### src/core/tlvic_cfg.svh
// constants of the two-level vectored interrupt controller
// assumes the core drives the special register port and machine-cycle strobes
// Functional notes
// - usb request raised on endpoint traffic, suspend, resume and end-of-packet
// - each serial request is receive-complete or transmit-complete
// - second serial port like the first, controls at bit 4
// - each source has one level bit, 0 low, 1 high
// - high requests may preempt a low routine
// - a high routine blocks every other request until it ends
// - high level wins over low in the same poll
// - fixed polling order breaks ties within a level
// - each source gated by its own enable bit
// - global enable at bit 7 gates all sources
// - primary enable bit map, bit 6 reserved
// - secondary enable bit map, other bits unused
// - primary level bit map, bits 7 and 6 reserved
// - secondary level bit map, other bits unused
// - flags sampled once per machine cycle, polled next cycle, never remembered
// - call withheld for equal or higher routine, mid-instruction, return or register access
// - fixed vector address per source on acknowledge
`ifndef TLVIC_CFG_SVH
`define TLVIC_CFG_SVH
`define TLVIC_ADDR_SEC_EN   8'ha7
`define TLVIC_ADDR_PRI_EN   8'ha8
`define TLVIC_ADDR_SEC_LVL  8'hb7
`define TLVIC_ADDR_PRI_LVL  8'hb8
`define TLVIC_RESET_VAL     8'h00
`define TLVIC_MASK_PRI_EN   8'hbf
`define TLVIC_MASK_PRI_LVL  8'h3f
`define TLVIC_MASK_SEC      8'h93
`define TLVIC_GLOBAL_BIT    7
`define TLVIC_NUM_SRC       10
// source index = polling order, 0 highest
`define TLVIC_SRC_EXT0      0
`define TLVIC_SRC_SER2      1
`define TLVIC_SRC_TMR0      2
`define TLVIC_SRC_TWI       3
`define TLVIC_SRC_EXT1      4
`define TLVIC_SRC_DDC       5
`define TLVIC_SRC_TMR1      6
`define TLVIC_SRC_USB       7
`define TLVIC_SRC_SER1      8
`define TLVIC_SRC_TMR2      9
`define TLVIC_VEC_EXT0      16'h0003
`define TLVIC_VEC_SER2      16'h004b
`define TLVIC_VEC_TMR0      16'h000b
`define TLVIC_VEC_TWI       16'h0043
`define TLVIC_VEC_EXT1      16'h0013
`define TLVIC_VEC_DDC       16'h003b
`define TLVIC_VEC_TMR1      16'h001b
`define TLVIC_VEC_USB       16'h0033
`define TLVIC_VEC_SER1      16'h0023
`define TLVIC_VEC_TMR2      16'h002b
`endif

### src/core/tlvic_pkg.sv
// types of the two-level vectored interrupt controller
// assumes tlvic_cfg.svh holds the numbers
package tlvic_pkg;
	typedef struct packed {
		logic [7:0]  sec_en;
		logic [7:0]  pri_en;
		logic [7:0]  sec_lvl;
		logic [7:0]  pri_lvl;
		logic [9:0]  sample;
		logic [1:0]  in_prog;
		logic        call;
		logic [15:0] vector;
		logic [3:0]  src;
		logic [7:0]  rdata;
	} tlvic_state_type;
endpackage

### src/core/tlvic_ctrl.sv
// two-level vectored interrupt controller: registers, sampling, poll, vectoring
// assumes core gives a sample strobe once per machine cycle and a poll strobe
// in the next, and a final-cycle flag and a return pulse from its sequencer
`timescale 1ns/100ps
`include "tlvic_cfg.svh"
module tlvic_ctrl
	import tlvic_pkg::*;
(
	input  wire logic        clk_i,
	input  wire logic        nrst_i,
	input  wire logic        reg_wr_i,
	input  wire logic        reg_rd_i,
	input  wire logic [7:0]  reg_addr_i,
	input  wire logic [7:0]  reg_wdata_i,
	output logic      [7:0]  reg_rdata_o,
	input  wire logic        sample_i,
	input  wire logic        poll_i,
	input  wire logic        final_cycle_i,
	input  wire logic        return_from_irq_i,
	input  wire logic        reg_access_i,
	input  wire logic        ext_pin0_request_i,
	input  wire logic        ext_pin1_request_i,
	input  wire logic        timer0_flag_i,
	input  wire logic        timer1_flag_i,
	input  wire logic        timer2_flag_i,
	input  wire logic        timer2_ext_flag_i,
	input  wire logic        ser1_rx_complete_flag_i,
	input  wire logic        ser1_tx_complete_flag_i,
	input  wire logic        ser2_rx_complete_flag_i,
	input  wire logic        ser2_tx_complete_flag_i,
	input  wire logic        twowire_flag_i,
	input  wire logic        display_data_channel_i,
	input  wire logic [5:0]  usb_event_i,
	output logic             long_call_o,
	output logic      [15:0] vector_o,
	output logic      [3:0]  src_o,
	output logic      [1:0]  in_prog_o
);
	tlvic_state_type st;
	tlvic_state_type next_st;
	logic [9:0]  raw;
	logic [9:0]  en_map;
	logic [9:0]  lvl_map;
	logic [9:0]  act;
	logic [9:0]  hi_req;
	logic [9:0]  lo_req;
	logic [15:0] vec_tab [0:9];

	// usb request: ep0 tx/rx, ep1 tx, ep2 tx, suspend/resume, eop
	// serial requests are or of rx and tx; timer2 includes its external flag
	always_comb
	begin
		raw = '0;
		raw[`TLVIC_SRC_EXT0] = ext_pin0_request_i;
		raw[`TLVIC_SRC_SER2] = ser2_rx_complete_flag_i | ser2_tx_complete_flag_i;
		raw[`TLVIC_SRC_TMR0] = timer0_flag_i;
		raw[`TLVIC_SRC_TWI]  = twowire_flag_i;
		raw[`TLVIC_SRC_EXT1] = ext_pin1_request_i;
		raw[`TLVIC_SRC_DDC]  = display_data_channel_i;
		raw[`TLVIC_SRC_TMR1] = timer1_flag_i;
		raw[`TLVIC_SRC_USB]  = |usb_event_i;
		raw[`TLVIC_SRC_SER1] = ser1_rx_complete_flag_i | ser1_tx_complete_flag_i;
		raw[`TLVIC_SRC_TMR2] = timer2_flag_i | timer2_ext_flag_i;
	end

	// register bits to poll order
	always_comb
	begin
		en_map = {st.pri_en[5], st.pri_en[4], st.sec_en[0], st.pri_en[3], st.sec_en[7],
			st.pri_en[2], st.sec_en[1], st.pri_en[1], st.sec_en[4], st.pri_en[0]};
		lvl_map = {st.pri_lvl[5], st.pri_lvl[4], st.sec_lvl[0], st.pri_lvl[3], st.sec_lvl[7],
			st.pri_lvl[2], st.sec_lvl[1], st.pri_lvl[1], st.sec_lvl[4], st.pri_lvl[0]};
	end

	// vector table in poll order
	assign vec_tab[0] = `TLVIC_VEC_EXT0;
	assign vec_tab[1] = `TLVIC_VEC_SER2;
	assign vec_tab[2] = `TLVIC_VEC_TMR0;
	assign vec_tab[3] = `TLVIC_VEC_TWI;
	assign vec_tab[4] = `TLVIC_VEC_EXT1;
	assign vec_tab[5] = `TLVIC_VEC_DDC;
	assign vec_tab[6] = `TLVIC_VEC_TMR1;
	assign vec_tab[7] = `TLVIC_VEC_USB;
	assign vec_tab[8] = `TLVIC_VEC_SER1;
	assign vec_tab[9] = `TLVIC_VEC_TMR2;

	// gating per source
	genvar gi;
	generate
		for (gi = 0; gi < `TLVIC_NUM_SRC; gi++)
		begin : g_gate
			assign act[gi] = st.sample[gi] & en_map[gi] & st.pri_en[`TLVIC_GLOBAL_BIT];
			assign hi_req[gi] = act[gi] & lvl_map[gi];
			assign lo_req[gi] = act[gi] & ~lvl_map[gi];
		end
	endgenerate

	// next state: registers, sample, poll and in-progress tracking
	always_comb
	begin
		logic       blocked;
		logic       take;
		logic       take_hi;
		logic [9:0] pick;
		next_st = st;
		blocked = 1'b0;
		take = 1'b0;
		take_hi = 1'b0;
		pick = '0;
		next_st.call = 1'b0;
		// register writes, reserved bits forced to zero
		if (reg_wr_i)
		begin
			case (reg_addr_i)
				`TLVIC_ADDR_SEC_EN:  next_st.sec_en  = reg_wdata_i & `TLVIC_MASK_SEC;
				`TLVIC_ADDR_PRI_EN:  next_st.pri_en  = reg_wdata_i & `TLVIC_MASK_PRI_EN;
				`TLVIC_ADDR_SEC_LVL: next_st.sec_lvl = reg_wdata_i & `TLVIC_MASK_SEC;
				`TLVIC_ADDR_PRI_LVL: next_st.pri_lvl = reg_wdata_i & `TLVIC_MASK_PRI_LVL;
				default: ;
			endcase
		end
		// read data; unmapped addresses read zero
		if (reg_rd_i)
		begin
			case (reg_addr_i)
				`TLVIC_ADDR_SEC_EN:  next_st.rdata = st.sec_en;
				`TLVIC_ADDR_PRI_EN:  next_st.rdata = st.pri_en;
				`TLVIC_ADDR_SEC_LVL: next_st.rdata = st.sec_lvl;
				`TLVIC_ADDR_PRI_LVL: next_st.rdata = st.pri_lvl;
				default:             next_st.rdata = 8'h00;
			endcase
		end
		// snapshot only; overwritten at every sample strobe so nothing is remembered
		if (sample_i)
			next_st.sample = raw;
		// high wins, then lowest index within a level
		if (|hi_req)
		begin
			pick = hi_req & (~hi_req + 10'h001);
			take_hi = 1'b1;
		end
		else
			pick = lo_req & (~lo_req + 10'h001);
		// blocked by equal/higher routine, mid instruction, return or register access
		blocked = st.in_prog[1]
			| (st.in_prog[0] & ~take_hi)
			| ~final_cycle_i | return_from_irq_i | reg_access_i | reg_wr_i;
		take = poll_i & (|pick) & ~blocked;
		if (take)
		begin
			next_st.call = 1'b1;
			for (int i = 0; i < `TLVIC_NUM_SRC; i++)
			begin
				if (pick[i])
				begin
					next_st.vector = vec_tab[i];
					next_st.src = 4'(i);
				end
			end
			if (take_hi)
				next_st.in_prog[1] = 1'b1;
			else
				next_st.in_prog[0] = 1'b1;
		end
		else if (return_from_irq_i)
		begin
			// return clears the highest active level only
			if (st.in_prog[1])
				next_st.in_prog[1] = 1'b0;
			else
				next_st.in_prog[0] = 1'b0;
		end
	end

	// single state register
	always_ff @(posedge clk_i)
	begin
		if (!nrst_i)
		begin
			st <= '0;
			st.sec_en <= `TLVIC_RESET_VAL;
			st.pri_en <= `TLVIC_RESET_VAL;
			st.sec_lvl <= `TLVIC_RESET_VAL;
			st.pri_lvl <= `TLVIC_RESET_VAL;
		end
		else
			st <= next_st;
	end

	// outputs straight from flops
	assign reg_rdata_o = st.rdata;
	assign long_call_o = st.call;
	assign vector_o = st.vector;
	assign src_o = st.src;
	assign in_prog_o = st.in_prog;
endmodule

### config.mk
export PLATFORM = sky130hd
export DESIGN_NAME = tlvic_ctrl
export DESIGN_NICKNAME = d
export VERILOG_FILES = /design/src/core/tlvic_pkg.sv /design/src/core/tlvic_ctrl.sv
export VERILOG_INCLUDE_DIRS = /design/src /design/src/core
export SDC_FILE = /design/constraint.sdc
export NUM_CORES = 1
export LEC_CHECK = 0
export BUFFER_PORTS_ARGS = -buffer_cell sky130_fd_sc_hd__buf_2
export CAP_MARGIN = 20
export CORE_ASPECT_RATIO = 0.75
export CORE_MARGIN = 4
export CORE_UTILIZATION = 35
export DETAILED_ROUTE_END_ITERATION = 16
export PLACE_DENSITY_LB_ADDON = 0.2
export SKIP_LAST_GASP = 1
export SLEW_MARGIN = 30
export SYNTH_ARGS = -nofsm -noshare
export SYNTH_HDL_FRONTEND = slang
export SYNTH_SLANG_ARGS = --single-unit
### constraint.sdc
create_clock -name clk_i -period 3.4 [get_ports clk_i]
set_input_delay 0.85 -clock clk_i [delete_from_list [all_inputs] [get_ports clk_i]]
set_output_delay 0.85 -clock clk_i [all_outputs]
set_load 0.05 [all_outputs]
==> impl_metrics.py <==
metrics = {
    "place": {
        "placed_cell_area_um2": 2960,
        "io_buffers": 61,
        "hpwl_mm": 5.36,
        "gp_congestion": 0.823,
        "dp_cells": 445,
    },
    "worst_setup_path": {
        "cp.arrival_ps": 2960,
        "crit_slowest_cell": "dfxtp_1",
        "required_ps": 3600,
        "crit_type": "flop to flop",
        "critPathMaxFanout": 11,
        "path_cells": "nand4b_1 -> o2111ai_2 -> nor3b_1 -> o211ai_1 -> o311ai_2 -> o31a_2 -> o221a_1",
        "start_kind": "flop",
        "slowest_delay_ps": 620,
        "critPathCaptureType": "flop",
    },
    "clock_tree": {
        "cts_hold_buffers": 0,
        "clk_pin_slew_ps": 90,
        "cts_buffer_depth": 2,
        "cts_tree": "built",
        "cts.sinks": 49,
        "insertion_delay_ps": 300,
        "htree_num_levels": 2,
        "post-cts-setup-buffers": 0,
        "root_buffer": "clkbuf_8",
        "cts.repair.resized": 0,
        "cts_made_buffers": 5,
    },
    "global_routing": {
        "grt_usage_pct": 14.8,
        "grt_pass1_wl_mm": 11.3,
        "grt_pass1_vias": 2181,
        "grt_overflow": 0,
        "antenna_found_initial": 0,
        "grt_max_degree": 38,
    },
    "sta": {
        "post-route-min-period_ps": 2760,
        "timing.slew.headroom_pct": 59.3,
        "finalSetupViolCount": 0,
        "min_period_over_period_pct": 81.2,
        "fin_setup_tns_ps": 0,
        "worst_pin_slew_ps": 608,
        "slew_viol_final": 0,
        "rsz0062_at_grt": "false",
        "fmax_mhz": 362,
        "hold_violations": 0,
        "fin_worst_skew_ps": 8.33,
    },
    "synth": {
        "synth_area_leader_cell": "dfxtp_1",
        "syn_avg_cell_area_um2": 8.75,
        "ys_warn_count": 0,
        "synth_area_um2": 2770,
        "synth_seq_cells": 49,
        "synth_top_area_share_pct": 35.5,
        "synth_edf_count": 0,
        "ys_seq_area_share_pct": 35.5,
        "synthCells": 316,
        "synth_cell_types": 56,
        "ys_async_sr_fraction_pct": 0,
        "synth_flop_cell": "dfxtp_1",
        "netlist_top_cells_area": "dfxtp_1 (35%), mux2i_1 (11%), buf_4 (8.4%)",
    },
    "detailed_routing": {
        "firstDrtPassIters": 4,
        "dr_total_vias": 2334,
        "vias_per_cell": 5.15,
        "wirelength_mm": 6.83,
        "drt_iter0_drc": 120,
        "antenna_left": 0,
        "drc": 0,
        "wire_per_inst_um": 15.1,
    },
    "floorplanning": {
        "initial_core_util_pct": 36.9,
        "dieArea_um2": 9410,
        "core_area_um2": 7500,
        "fp.dieH_um": 85.0,
        "die_x_um": 111,
        "ios": 74,
        "num_rows": 27,
    },
    "power": {
        "pwr-share-seq_pct": 57.0,
        "leakage_nw": 1.39,
        "swShare_pct": 27.0,
        "p_total_mw": 1.04,
        "internal_power_mw": 0.759,
        "irDropWorstVdd_uv": 168,
        "switchingPower_mw": 0.281,
        "p_per_area_nw_per_um2": 341,
        "p_clk_share_pct": 32.9,
        "combinationalPowerShare_pct": 10.1,
    },
    "finish": {
        "nets": 394,
        "stdcell_count": 453,
        "stdcell_area_um2": 3050,
        "drive_gt1_share_pct": 25.6,
        "final_cell_mix": "buf_2 (61), dfxtp_1 (49), nor2_1 (48)",
        "num-fill-cells": 805,
        "n_antenna_cell": 0,
        "fin_util_pct": 40.7,
        "area_delta_synth_final_pct": 10.3,
        "mostFrequentLayoutCell": "buf_2",
    },
    "outcome": {
        "status": "complete, no violations",
    },
    "flow_run": {
        "drv_cap": 0,
    },
    "hold_path": {
        "hold_class": "flop to flop",
    },
}
-- sequential cells by signal (all words and copies together), names as in the netlist --
signal,count
en_map,10
in_prog_o,2
long_call_o,1
lvl_map,10
reg_rdata_o,7
src_o,4
st,11
vector_o,4
-- kinds of logic after synthesis --
logic type             Yosys count  synth area share (%)
AND/OR/NAND/NOR                124                  25.0
AO/OA/AOI/OAI                   54                  14.8
buffers and inverters           53                  11.7
flip-flops                      49                  35.5
multiplexers                    35                  12.9
other                            1                 0.136
-- worst paths after layout --
kind / cells after the start / start / slack, ps / end
setup / recovery: 7 / st[64] / 640 / vector_o[5]
hold / removal: 2 / vector_o[3] / 470 / vector_o[3]
setup reg to reg: 7 / st[64] / 640 / vector_o[5]
hold reg to reg: 2 / vector_o[3] / 470 / vector_o[3]
-- cells in the mapped netlist, types with 2 or more instances --
cell type and instances:
a21oi_1 12, a221oi_1 2, a22oi_1 4, a31oi_1 2
and2_1 2, and3_1 2, buf_1 2, buf_4 31
clkbuf_1 12, dfxtp_1 49, inv_1 6, mux2_2 5
mux2i_1 30, nand2_1 10, nand2b_1 6, nand3_1 15
nand3b_1 3, nand4_1 10, nand4_2 3, nand4b_1 6
nor2_1 48, nor3_1 4, nor3b_1 2, nor4_1 3
o211a_1 3, o211ai_1 4, o21ai_0 8, o221a_1 2
o221ai_1 2, o31ai_1 2
-- stage by stage --
stage          hold slack (ps)  setup WS (ps)
2_1_floorplan              439           1180
3_3_place_gp               449            749
3_5_place_dp               459            709
4_1_cts                    474            666
5_1_grt                    496            476
6_report                   469            641
-- layer usage --
metal | global-route usage, % | up-vias | share of wire (%)
met1 | 21.6 | 1092 | 52
met3 | 4.49 | 2 | 5.9
met4 | 3.36 | 0 | 0.56
li1 | - | 1180 | -
met5 | 0 | - | 0
met2 | 21.4 | 60 | 42
-- area by class of cell --
cell class | count | area, um2 | share of cell area, %
flip-flops and latches | 49 | 981 | 32.2
clock inverters | 3 | 17.5 | 0.574
inverters | 6 | 22.5 | 0.738
repair buffers | 65 | 335 | 11.0
multi-input cells | 224 | 1500 | 49.1
clock buffers | 5 | 68.8 | 2.26
well taps | 101 | 126 | 4.14
-- power by group through the flow --
stage	registers [mW]	clock network, mW	logic, mW
2_1_floorplan	0.603	0	0.0808
5_1_grt	0.595	0.386	0.115
6_report	0.593	0.342	0.105
4_1_cts	0.593	0.358	0.106
3_3_place_gp	0.606	0	0.104
3_5_place_dp	0.606	0	0.106
-- worst max-delay path, delay by kind of cell, from the launching register on --
family             cells  cell delay (ps)
DFF                    1              620
and+or+nand+nor        2              460
AOI/OAI and AO/OA      5             1570
Power figures use the tool's default switching activity.
